[src/include/cssel_defines.vh]
`ifndef CSSEL_DEFINES_VH
`define CSSEL_DEFINES_VH

// ****************************************************************
// Register map (byte addresses)
// ****************************************************************
`define CSSEL_ADDR_TRIM 12'h000
`define CSSEL_ADDR_CTRL 12'h004
`define CSSEL_ADDR_STATUS 12'h008

// Control register fields
`define CSSEL_CTRL_SLEEP 0
`define CSSEL_CTRL_RERUN 1

// ****************************************************************
// Fuse encodings and shipped defaults
// ****************************************************************
`define CSSEL_SRC_EXT 4'h0
`define CSSEL_SRC_RC 4'h2
`define CSSEL_SRC_LP128 4'h3
`define CSSEL_SRC_LFXTAL_HI 3'h2
`define CSSEL_SUT_NONE 2'h0
`define CSSEL_SUT_SHORT 2'h1
`define CSSEL_SUT_LONG 2'h2
`define CSSEL_SUT_RSVD 2'h3
`define CSSEL_DEF_SRC 4'h2
`define CSSEL_DEF_SUT 2'h2
`define CSSEL_DEF_DIV8 1'h1
`define CSSEL_DEF_TRIM 8'h80

// ****************************************************************
// Start-up counts in source clock cycles
// ****************************************************************
`define CSSEL_START_LF0 16'h0400
`define CSSEL_START_LF1 16'h8000
`define CSSEL_START_FAST 16'h0006
`define CSSEL_DELAY_BASE 16'h000e

// Millisecond delays in watchdog oscillator cycles
`define CSSEL_WDT_SHORT 16'h0200
`define CSSEL_WDT_LONG 16'h2000

`endif

[src/rtl/cssel_top.v]
// Function
// - LF crystal wake start-up is 1K cycles, or 32K with select bit set
// - LF crystal reset delay: 14 cycles, plus 4.1 ms or 65 ms; 11 reserved
// - Clock source code 0010 selects the internal RC oscillator, no components
// - RC oscillator: 6 cycle wake start-up; reset delay per start-up field
// - Every chip reset loads factory calibration byte into trim register
// - Trim register is 8-bit read/write; writes act on oscillator at once
// - Top trim bit picks low or high overlapping frequency range
// - Low seven trim bits tune frequency monotonically within the range
// - Watchdog and reset time-out stay on the watchdog oscillator
// - Clock source code 0011 selects the 128 kHz internal oscillator
// - 128 kHz source: 6 cycle wake; reset delay 14, +4 ms or +64 ms
// - External clock: 6 cycle wake; reset delay 14, +4.1 ms or +65 ms
// - Shipped default is RC oscillator with slowly rising power option
// - Divide-by-eight fuse divides internal clock by eight when programmed
`include "cssel_defines.vh"
`timescale 1ns/10ps
`default_nettype none

module cssel_top (
  // APB slave
  input wire pclk,
  input wire presetn,
  input wire psel,
  input wire penable,
  input wire pwrite,
  input wire [11:0] paddr,
  input wire [31:0] pwdata,
  output reg [31:0] prdata,
  output reg pready,
  output reg pslverr,
  // Fuse and calibration pins
  input wire [3:0] clock_source_select_field,
  input wire [1:0] startup_time_field,
  input wire divide_by_eight_fuse,
  input wire [7:0] factory_calibration,
  // Oscillator outputs seen as pins: lf, rc, 128k, external, watchdog
  input wire [4:0] osc_clk_in,
  // Clock control outputs
  output reg [3:0] source_enable,
  output reg [7:0] rc_oscillator_trim,
  output reg divide_by_eight,
  output reg clock_run,
  output reg internal_reset_n
);

  // ****************************************************************
  // States
  // ****************************************************************
  localparam ST_LOAD = 8'h01;
  localparam ST_START = 8'h02;
  localparam ST_BASE = 8'h04;
  localparam ST_MS = 8'h08;
  localparam ST_RUN = 8'h10;
  localparam ST_SLEEP = 8'h20;
  localparam ST_WAKE = 8'h40;
  localparam ST_HALT = 8'h80;

  reg [7:0] state;
  reg [7:0] next_state;
  reg [15:0] count;
  reg [15:0] next_count;
  reg [3:0] fuse_src;
  reg [1:0] fuse_sut;
  reg fuse_div8;
  reg [3:0] src_s1;
  reg [3:0] src_s2;
  reg [1:0] sut_s1;
  reg [1:0] sut_s2;
  reg div8_s1;
  reg div8_s2;
  reg [7:0] cal_s1;
  reg [7:0] cal_s2;
  reg [4:0] osc_s1;
  reg [4:0] osc_s2;
  reg [4:0] osc_s3;
  reg sleep_req;
  reg rerun_req;
  wire [4:0] osc_edge;
  wire src_tick;
  wire wdt_tick;
  wire apb_write;
  wire apb_setup;
  reg [15:0] start_cycles;
  reg [15:0] ms_cycles;
  reg [3:0] next_enable;
  reg src_valid;

  // ****************************************************************
  // Pin synchronisers
  // ****************************************************************

  // Two flops per oscillator input, third flop feeds the edge detector
  genvar gi;
  generate
    for (gi = 0; gi < 5; gi = gi + 1) begin : g_osc
      always @(posedge pclk or negedge presetn) begin
        if (!presetn) begin
          osc_s1[gi] <= 1'b0;
          osc_s2[gi] <= 1'b0;
          osc_s3[gi] <= 1'b0;
        end else begin
          osc_s1[gi] <= osc_clk_in[gi];
          osc_s2[gi] <= osc_s1[gi];
          osc_s3[gi] <= osc_s2[gi];
        end
      end
      assign osc_edge[gi] = osc_s2[gi] & ~osc_s3[gi];
    end
  endgenerate

  // Fuse and calibration pins pass two flops; no reset, so they track pins during reset
  always @(posedge pclk) begin
    src_s1 <= clock_source_select_field;
    src_s2 <= src_s1;
    sut_s1 <= startup_time_field;
    sut_s2 <= sut_s1;
    div8_s1 <= divide_by_eight_fuse;
    div8_s2 <= div8_s1;
    cal_s1 <= factory_calibration;
    cal_s2 <= cal_s1;
  end

  // ****************************************************************
  // Source decode and counts
  // ****************************************************************

  // Selected source enable and wake start-up count
  always @* begin
    next_enable = 4'h0;
    src_valid = 1'b1;
    start_cycles = `CSSEL_START_FAST;
    if (fuse_src[3:1] == `CSSEL_SRC_LFXTAL_HI) begin
      next_enable = 4'h1;
      start_cycles = fuse_src[0] ? `CSSEL_START_LF1 : `CSSEL_START_LF0;
    end else if (fuse_src == `CSSEL_SRC_RC) begin
      next_enable = 4'h2;
    end else if (fuse_src == `CSSEL_SRC_LP128) begin
      next_enable = 4'h4;
    end else if (fuse_src == `CSSEL_SRC_EXT) begin
      next_enable = 4'h8;
    end else begin
      src_valid = 1'b0;
    end
  end

  // Extra reset delay in watchdog cycles, same for every source
  always @* begin
    case (fuse_sut)
      `CSSEL_SUT_SHORT: ms_cycles = `CSSEL_WDT_SHORT;
      `CSSEL_SUT_LONG: ms_cycles = `CSSEL_WDT_LONG;
      default: ms_cycles = 16'h0000;
    endcase
  end

  // Cycle of the selected source; ms delay ticks on the watchdog clock
  assign src_tick = |(osc_edge[3:0] & source_enable);
  assign wdt_tick = osc_edge[4];

  // ****************************************************************
  // Start-up sequencer
  // ****************************************************************

  // Next state and counter
  always @* begin
    next_state = state;
    next_count = count;
    case (state)
      ST_LOAD: begin
        next_count = 16'h0000;
        next_state = ST_START; // Fuses land at this edge, decoded in START
      end
      ST_START: begin
        if (!src_valid || fuse_sut == `CSSEL_SUT_RSVD) begin
          next_state = ST_HALT;
        end else if (count >= start_cycles) begin
          next_state = ST_BASE;
          next_count = 16'h0000;
        end else if (src_tick) begin
          next_count = count + 16'h0001;
        end
      end
      ST_BASE: begin
        if (count >= `CSSEL_DELAY_BASE) begin
          next_state = ST_MS;
          next_count = 16'h0000;
        end else if (src_tick) begin
          next_count = count + 16'h0001;
        end
      end
      ST_MS: begin
        if (count >= ms_cycles) begin
          next_state = ST_RUN;
          next_count = 16'h0000;
        end else if (wdt_tick) begin
          next_count = count + 16'h0001;
        end
      end
      ST_RUN: begin
        if (sleep_req) begin
          next_state = ST_SLEEP;
        end
      end
      ST_SLEEP: begin
        next_count = 16'h0000;
        if (!sleep_req) begin
          next_state = ST_WAKE;
        end
      end
      ST_WAKE: begin
        if (count >= start_cycles) begin
          next_state = ST_RUN;
          next_count = 16'h0000;
        end else if (src_tick) begin
          next_count = count + 16'h0001;
        end
      end
      ST_HALT: begin
        next_count = 16'h0000;
      end
      default: begin
        next_state = ST_LOAD;
        next_count = 16'h0000;
      end
    endcase
    if (rerun_req) begin
      next_state = ST_LOAD;
      next_count = 16'h0000;
    end
  end

  // State, counter and fuse capture at the start of each reset sequence
  always @(posedge pclk or negedge presetn) begin
    if (!presetn) begin
      state <= ST_LOAD;
      count <= 16'h0000;
      fuse_src <= `CSSEL_DEF_SRC;
      fuse_sut <= `CSSEL_DEF_SUT;
      fuse_div8 <= `CSSEL_DEF_DIV8;
    end else begin
      state <= next_state;
      count <= next_count;
      if (state == ST_LOAD) begin
        fuse_src <= src_s2;
        fuse_sut <= sut_s2;
        fuse_div8 <= div8_s2;
      end
    end
  end

  // Registered clock control outputs
  always @(posedge pclk or negedge presetn) begin
    if (!presetn) begin
      source_enable <= 4'h0;
      divide_by_eight <= `CSSEL_DEF_DIV8;
      clock_run <= 1'b0;
      internal_reset_n <= 1'b0;
    end else begin
      source_enable <= (state == ST_HALT || state == ST_LOAD || next_state == ST_HALT) ?
                       4'h0 : next_enable;
      divide_by_eight <= fuse_div8;
      clock_run <= (next_state == ST_RUN);
      internal_reset_n <= (next_state == ST_RUN) || (next_state == ST_SLEEP) ||
                          (next_state == ST_WAKE);
    end
  end

  // ****************************************************************
  // APB slave
  // ****************************************************************
  assign apb_setup = psel & ~penable;
  assign apb_write = psel & penable & pready & pwrite;

  // Trim and control registers
  always @(posedge pclk or negedge presetn) begin
    if (!presetn) begin
      rc_oscillator_trim <= `CSSEL_DEF_TRIM;
      sleep_req <= 1'b0;
      rerun_req <= 1'b0;
    end else begin
      rerun_req <= 1'b0;
      if (state == ST_LOAD) begin
        rc_oscillator_trim <= cal_s2;
        sleep_req <= 1'b0;
      end else if (apb_write && paddr == `CSSEL_ADDR_TRIM) begin
        rc_oscillator_trim <= pwdata[7:0];
      end else if (apb_write && paddr == `CSSEL_ADDR_CTRL) begin
        sleep_req <= pwdata[`CSSEL_CTRL_SLEEP];
        rerun_req <= pwdata[`CSSEL_CTRL_RERUN];
      end
    end
  end

  // Zero-wait answer registered in the setup cycle
  always @(posedge pclk or negedge presetn) begin
    if (!presetn) begin
      pready <= 1'b0;
      pslverr <= 1'b0;
      prdata <= 32'h00000000;
    end else begin
      pready <= apb_setup;
      pslverr <= 1'b0;
      prdata <= 32'h00000000;
      if (apb_setup) begin
        case (paddr)
          `CSSEL_ADDR_TRIM: prdata <= {24'h000000, rc_oscillator_trim};
          `CSSEL_ADDR_CTRL: prdata <= {31'h0, sleep_req};
          `CSSEL_ADDR_STATUS: prdata <= {9'h0, fuse_div8, fuse_sut, fuse_src,
                                         count[7:0], state};
          default: pslverr <= 1'b1;
        endcase
      end
    end
  end

endmodule // cssel_top

`default_nettype wire

[config.mk]
export PLATFORM = sky130hd
export DESIGN_NAME = cssel_top
export DESIGN_NICKNAME = d
export VERILOG_FILES = /design/src/rtl/cssel_top.v
export VERILOG_INCLUDE_DIRS = /design/src /design/src/include
export SDC_FILE = /design/constraint.sdc
export NUM_CORES = 1
export LEC_CHECK = 0
export BUFFER_PORTS_ARGS = -buffer_cell sky130_fd_sc_hd__buf_4
export CORE_MARGIN = 2
export CORE_UTILIZATION = 40
export CTS_BUF_LIST = sky130_fd_sc_hd__clkbuf_2 sky130_fd_sc_hd__clkbuf_4 sky130_fd_sc_hd__clkbuf_8
export DETAILED_ROUTE_END_ITERATION = 6
export SYNTH_ARGS = -nofsm -noshare
export SYNTH_HDL_FRONTEND = slang
export SYNTH_SLANG_ARGS = --single-unit
[constraint.sdc]
create_clock -name pclk -period 2.7 [get_ports pclk]
set_input_delay 0.675 -clock pclk [delete_from_list [all_inputs] [get_ports pclk]]
set_output_delay 0.675 -clock pclk [all_outputs]
set_load 0.01 [all_outputs]
Word-level counts from Yosys, hierarchy flattened
Cells that the tools add are included.
- flip-flop bits (word level): 127
- latch bits: 0
- bits in writable memories: 0
- bits in read-only memories: 0
- input bits: 69
- output and inout bits: 49
- logic and storage cells: 139
- memories: 0
- $add $sub $neg: 1
- multipliers: 0
- div/mod/pow operators: 0
- order comparisons: 3
- equality and inequality tests: 24
- shift-type cells: 0
- mux-type cells: 41
- bitwise operators: 16
- reductions and logical operators: 16
- operators with widths (kind ; count):
    $mux W16 ; 9
    $mux W8 ; 10
    $pmux W16 S5 ; 1
    $pmux W23 S3 ; 1
    $pmux W8 S8 ; 1
    $ge A16 B16 Y1 ; 2
    $pmux W14 S2 ; 1
    $mux W23 ; 1
    $mux W4 ; 5
    $add A16 B1 Y16 const B ; 1
    $eq A8 B5 Y1 const B ; 2
    $eq A8 B6 Y1 const B ; 2
    $eq A8 B7 Y1 const B ; 2
    $eq A8 B8 Y1 const B ; 2
    $ge A16 B4 Y1 const B ; 1
    $eq A12 B3 Y1 const B ; 1
    $eq A12 B4 Y1 const B ; 1
    $logic_not A12 Y1 ; 1
    $mux W1 ; 12
    $and A1 B1 Y1 ; 9
    $eq A4 B2 Y1 const B ; 2
    $eq A8 B1 Y1 const B ; 1
    $eq A8 B2 Y1 const B ; 1
    $eq A8 B3 Y1 const B ; 1
    18 further kinds ; 31

Depth between registers and ports, before layout
Gate-level depths: netlist of the first run.
- depth after elaboration: 13
- depth in mapped cells: 13
- gate-level depth less buffers: 12

Worst setup path before layout of the first run
OpenSTA, ideal clock, no wires.
- kind: register -> register
- start point: register fuse_src[3]
- end point: register count[2]
- setup time: 0.125 ns
- arrival time: 2.550 ns
- required time: 2.575 ns
- slack: 0.025 ns
- cell stages (with the launch flop): 14
- path buffers: 1
- clock period less this slack: 2.675 ns
- path through: dfrtp_1 > nor2_1 > nand2_1 > inv_1 > nand2_1 > ha_1 > or3b_1 > nand3b_1 > o21a_1 > a31oi_1 > clkbuf_1 > a211oi_2 > nand3b_1 > nand3_1
- longest elaborated chain between the ends: 9
- elaborated cells between the ends (all ways): 18
- classes of those cells: order compare (1); eq/ne (4); mux (9); reduce/logical (4)
- ends and longest elaborated chain (item ; RTL line ; source):
    start, declared ; cssel_top.v:63 ; reg [3:0] fuse_src;
    start signal, assigned ; cssel_top.v:237 ; fuse_src <= `CSSEL_DEF_SRC;
    start signal, assigned ; cssel_top.v:244 ; fuse_src <= src_s2;
    parallel branches: the longest is 9 deep, another holds $ge A16 B16 Y1 ; n/a ;
    end signal, assigned ; cssel_top.v:242 ; count <= next_count;
    end, declared ; cssel_top.v:61 ; reg [15:0] count;
Parallel ways; which one is timed is not known. The select of a mux whose other input is x is not followed.
A chain may end at the register's enable or synchronous reset.

Worst setup path after layout of the first run
- start point: register fuse_src[3]
- end point: register count[8]
The elaborated chain is that of the path after synthesis.

==> impl_metrics.ini, run 1 <==
[logic_synthesis]
ys_seq_area_share_pct = 57.1
postSynthAreaPerCell_sq_um = 10.3
synth_commonest_cells = dfrtp_1 (82), nand2_1 (53), nor2_1 (43)
synth-seq-cells = 118
netlist_area_sq_um = 4920
synth_top_area_share_pct = 41.7
yosysMostFrequentCell = dfrtp_1
synth_area_leader_cell = dfrtp_1
ys_warn_count = 0
synthCells = 480
async_flop_share_pct = 74.6
synth.area.top_cells = dfrtp_1 (42%), dfxtp_1 (12%), nand2_1 (4.0%)
synth-edff-count = 0
ys_types = 62
synth_ff_type = dfrtp_1

[power_and_ir_drop]
p_leak_nw = 2.95
finalPower_mw = 5.34
p_per_area_nw_per_um2 = 829
ir_drop_mv = 0.593

[routing]
via_count = 3865
via_per_inst = 5.11
antenna_left = 0
post_drt_wl_per_cell_microns = 15.3
dr.pass1.iters = 5
routed_wl_microns = 11600
initialDrtViolationCount = 259
drc = 0

[clock_tree]
clk_latency_ps = 440
tritoncts = yes
cts_inserted_buffers = 17
cts_buffer_depth = 2
path_clk_slew_ps = 90
cts.sinks = 118
htree_num_levels = 4
clockRootBuffer = clkbuf_8

[timing]
rsz0062_at_grt = yes
slew-limit-headroom_pct = 62.0
tightest_slew_ps = 567
final.min_clock_period_ps = 2770
setup_viol = 13
fin_ws_ps = -74.4
holdWs_ps = 222
tns_ps = -421
hold_violations = 0
slew_violations = 0
max_freq_mhz = 360
min_period_over_period_pct = 103
skew_ps = 18.6

[floorplanning]
rows = 40
pin_count = 118
start_util_pct = 41.0
die_area_sq_um = 13200
fp.dieH_microns = 115
core_area_sq_um = 12000
fp.dieW_microns = 115

[critical_path]
end_kind = register
cp-start-kind = register
worstPathCellList = nor2_1 > nand2_1 > inv_1 > nand2_1 > ha_1 > or3b_4 > nand3b_1 > o21a_1 > a31oi_1 > buf_4 > nor2_1 > o41a_1 > o22a_1
slowest_stage = dfrtp_1
rrSetupSlack_ps = -70
crit_path_max_fanout = 4
max_stage_delay_ps = 380
path_class = reg2reg
crit_buf_inv = 2
cp.required_ps = 3030
crit_family = compound AO/OA/AOI/OAI gates
crit_arrival_ps = 3110

[placed_design]
io_buffers = 84
gpl.final_weighted_congestion = 0.812
placed_area_sq_um = 5870
hpwl_microns = 8350

[flow_run]
max-cap-violations = 0

[global_routing]
track_usage_pct = 19.1
antenna_found_initial = 0
grt_max_degree = 48
grt_overflow = 0
grt_first_pass_wirelength_microns = 19400
grt_pass1_vias = 4002

[cells_and_area]
drive_gt1_share_pct = 32.1
register_area_sq_um = 2810
nNetsFinal = 674
fillCellCount = 1117
syn2layout_area_growth_pct = 30.9
multiInputGateArea_sq_um = 2070
antennaDiodeCount = 0
final_area_sq_um = 6440

[outcome]
violations = negative setup slack
outcome = finished, violations left

[hold_path]
hold_class = in2async
==> what timing repair did <==
action / in CTS / in global routing
endpoints found under the setup margin: 17 / 17
pin swaps: 18 / 7
buffers inserted: 1 / 1
cloned: 0 / 1
hold buffers: 0 / 0
resized for setup: 10 / 23
==> layout by cell type (no fill, tap or decap), types with 6 or more instances in the layout <==
cell type,count
a21oi_1,18
a21oi_2,7
a31oi_1,11
and2_1,14
buf_4,112
clkbuf_8,20
conb_1,9
dfrtp_1,82
dfstp_2,6
dfxtp_1,30
ha_1,7
inv_1,15
mux2i_1,11
nand2_1,52
nand2b_1,7
nand3_1,15
nand4_1,9
nor2_1,41
nor2b_1,6
nor3_1,15
o21ai_0,10
o21ai_1,9
or3_1,7
==> sequential cells by signal, indices dropped and copies added (netlist names), 2 cells and up <==
name,cells
state,8
cal_s1,8
fuse_src,4
src_s2,4
osc_s1,5
fuse_sut,2
prdata,23
sut_s1,2
rc_oscillator_trim,8
src_s1,4
count,16
osc_s2,5
sut_s2,2
cal_s2,8
osc_s3,5
source_enable,4
==> per-layer routing <==
| layer | part of all wire [%] | global-route usage [%] |
|---|---|---|
| met1 | 44 | 23.2 |
| met2 | 50 | 30.5 |
| met4 | 1.5 | 8.67 |
| met3 | 5.0 | 6.64 |
| met5 | 0 | 0 |
==> per-stage QoR <==
stage	worst slack [ps]	utilization, %	instances
floorplan	24.9	-	488
global placement	-69.6	48.9	722
detailed placement	-101	48.9	722
CTS	-67.0	52.7	755
global route	-218	53.7	757
finish	-74.4	53.7	757
==> final timing paths <==
| kind | start | endpoint | cells past startpoint |
|---|---|---|---|
| setup / recovery | fuse_src[3] | count[8] | 13 |
| hold / removal | presetn | osc_s2[1] | 1 |
| setup reg to reg | fuse_src[3] | count[8] | 13 |
| hold reg to reg | src_s1[0] | src_s2[0] | 0 |
| max in group asynchronous | presetn | count[7] | 2 |
| min in group pclk | src_s1[0] | src_s2[0] | 0 |
==> report_power, final <==
group	internal, mW	switching (mW)	leakage (nW)
Combinational	0.696	0.870	1.34
Sequential	1.99	0.156	1.40
Clock	0.921	0.708	0.215
Total	3.61	1.73	2.95
==> logic make-up (layout without fill, tap and decap cells) <==
| kind of cell | count (synthesis) | count (layout) | share of synthesized area, % |
|---|---|---|---|
| AOI/OAI and AO/OA | 85 | 85 | 10.8 |
| adders and majority gates | 8 | 8 | 2.03 |
| buffers and inverters | 43 | 165 | 4.29 |
| DFF | 118 | 118 | 57.1 |
| muxes | 12 | 12 | 2.47 |
| other | 1 | 9 | 0.0762 |
| and+or+nand+nor | 213 | 213 | 23.3 |
==> final cells by class <==
type                            count  area share, %
Clock buffer                       22           4.50
Tap cell                          147           2.85
Timing Repair Buffer              118           14.3
Multi-Input combinational cell    327           32.1
Clock inverter                     10           1.84
Sequential cell                   118           43.6
Inverter                           15          0.874
==> worst reg2reg max path: stages (launching register included) <==
cell and delay [ps]:
dfrtp_1 380, nor2_1 90, nand2_1 80, inv_1 70, nand2_1 60, ha_1 280, or3b_4 370, nand3b_1 180
o21a_1 220, a31oi_1 200, buf_4 170, nor2_1 70, o41a_1 340, o22a_1 160
Note: power is estimated with default switching activity, not from simulation.
==> run 2, diff against run 1 <==
Settings changed: SETUP_SLACK_MARGIN from default to 0.2.
==> run 2 against run 1 <==
Compared with the run above: the flow still finishes with violations (negative setup slack); clock power increased by 5%; count of clock-buffer cells in the layout decreased by 1; sequential cell count unchanged; clock skew decreased by 8.1 ps; via count increased by 2.5%; global-route usage increased by 0.085 points; worst setup slack got worse by 16 ps; die area unchanged.
==> impl_metrics.ini, run 2 (synthesized netlist as in run 1, its figures left out) <==
[timing]
max_freq_mhz = 358
tns_ps = -974
slew-limit-headroom_pct = 59.8
final.min_clock_period_ps = 2790
fin_ws_ps = -90.3
skew_ps = 10.5
tightest_slew_ps = 594
min_period_over_period_pct = 103
setup_viol = 17
hold_violations = 0
slew_violations = 0
rsz0062_at_grt = yes

[clock_tree]
ctsHoldBuffers = 0
cts.sinks = 118
clk_latency_ps = 430
cts_inserted_buffers = 17
cts_buffer_depth = 2
path_clk_slew_ps = 70
clockRootBuffer = clkbuf_8
htree_num_levels = 4
tritoncts = yes

[power_and_ir_drop]
switching_share_pct = 32.6
p_per_area_nw_per_um2 = 839
combPwrFrac_pct = 29.2
p_clk_share_pct = 31.3
power.switching_mw = 1.78
p_int_mw = 3.67
pwr-share-seq_pct = 39.5
p_leak_nw = 2.95
ir_drop_mv = 0.610

[critical_path]
crit_end = count[8]
crit_arrival_ps = 3100
reg2reg_depth = 12
rrSetupSlack_ps = -90
end_kind = register
rr_startpoint = fuse_src[3]
cp-start-kind = register
r2r-end = count[8]
path_class = reg2reg
crit_path_max_fanout = 5
startpoint = fuse_src[3]
cp.required_ps = 3010

[global_routing]
grt_pass1_vias = 3956
antenna_found_initial = 0
grt_overflow = 0
grt_max_degree = 46
track_usage_pct = 19.1
grt_first_pass_wirelength_microns = 19500

[flow_run]
max-cap-violations = 0

[cells_and_area]
largest-register = prdata
final_common_cell = buf_4
nNetsFinal = 676
mostFrequentLayoutCells = buf_4 (111), dfrtp_1 (82), nand2_1 (52)
drive_gt1_share_pct = 32.5
syn2layout_area_growth_pct = 31.8
reg.largest.list = prdata (23), count (16)
antennaDiodeCount = 0
largest_register_ffs = 23
fillCellCount = 1056

[floorplanning]
rows = 40
fp.dieW_microns = 115
core_area_sq_um = 12000
fp.dieH_microns = 115
die_area_sq_um = 13200
pin_count = 118
start_util_pct = 41.0

[hold_path]
hold_class = in2async

[placed_design]
pre_cts_ws_ps = -96.7
hpwl_microns = 8600
io_buffers = 84
gpl.final_weighted_congestion = 0.906

[routing]
via_count = 3960
antenna_left = 0
dr.pass1.iters = 4
routed_wl_microns = 12000
drc = 0
initialDrtViolationCount = 270
post_drt_wl_per_cell_microns = 15.8
via_per_inst = 5.22

[outcome]
outcome = finished, violations left
violations = negative setup slack
## run 2: routing by layer
metal	track usage (%)	wire length, microns	up-vias	share of wire, %
li1	-	-	1910	-
met1	23.9	5280	1918	44
met2	31.9	5950	114	50
met3	3.85	536	18	4.5
met4	9.08	206	0	1.7
met5	0	0	-	0
## run 2: layout make-up
cell class,instances,area [sq um],area share [%]
clock inverters,11,149,2.29
repair buffers,120,937,14.4
inverters,15,56.3,0.867
flip-flops and latches,118,2810,43.3
multi-input cells,327,2080,32.0
clock buffers,21,277,4.26
well taps,147,184,2.83
## run 2: power by group through the flow
| stage | Sequential, mW | Combinational (mW) | Clock (mW) |
|---|---|---|---|
| after floorplan | 2.17 | 0.909 | 0 |
| after global placement | 2.18 | 1.45 | 0 |
| after detailed placement | 2.18 | 1.48 | 0 |
| after CTS | 2.15 | 1.52 | 1.75 |
| after global routing | 2.18 | 1.77 | 1.83 |
| final | 2.15 | 1.59 | 1.71 |
## run 2: what timing repair did
item,in CTS,in global routing
setup endpoints to repair,17,18
gates cloned,0,1
gates resized for setup,7,24
setup buffers,2,6
pin swaps,5,13
## run 2: stage by stage
stage	hold WS, ps	utilization, %	area, sq um	power, mW	cells
after CTS	240	52.7	6330	5.42	752
after detailed placement	312	48.8	5860	3.66	718
final	240	54.0	6490	5.45	759
after global routing	271	54.0	6490	5.77	759
after floorplan	310	-	5000	3.08	488
after global placement	310	48.8	5860	3.63	718
## run 2: worst min-delay path by stage
| stage | from | to | slack [ps] |
|---|---|---|---|
| 2_1_floorplan | cal_s1[0] | cal_s2[0] | 310 |
| 3_3_place_gp | div8_s1 | div8_s2 | 310 |
| 3_5_place_dp | cal_s1[7] | cal_s2[7] | 310 |
| 4_1_cts | presetn | osc_s3[1] | 240 |
| 5_1_grt | presetn | osc_s3[1] | 270 |
| 6_report | presetn | osc_s3[1] | 240 |
## run 2: critical path: stages (launching register included)
cell	delay (ps)
dfrtp_1	380
nor2_1	110
nand2_1	90
inv_2	80
nand2_2	60
ha_4	260
or3b_4	370
nand3b_1	190
o21a_1	260
a31oi_4	320
nor2_4	90
o41a_1	330
o22a_1	160
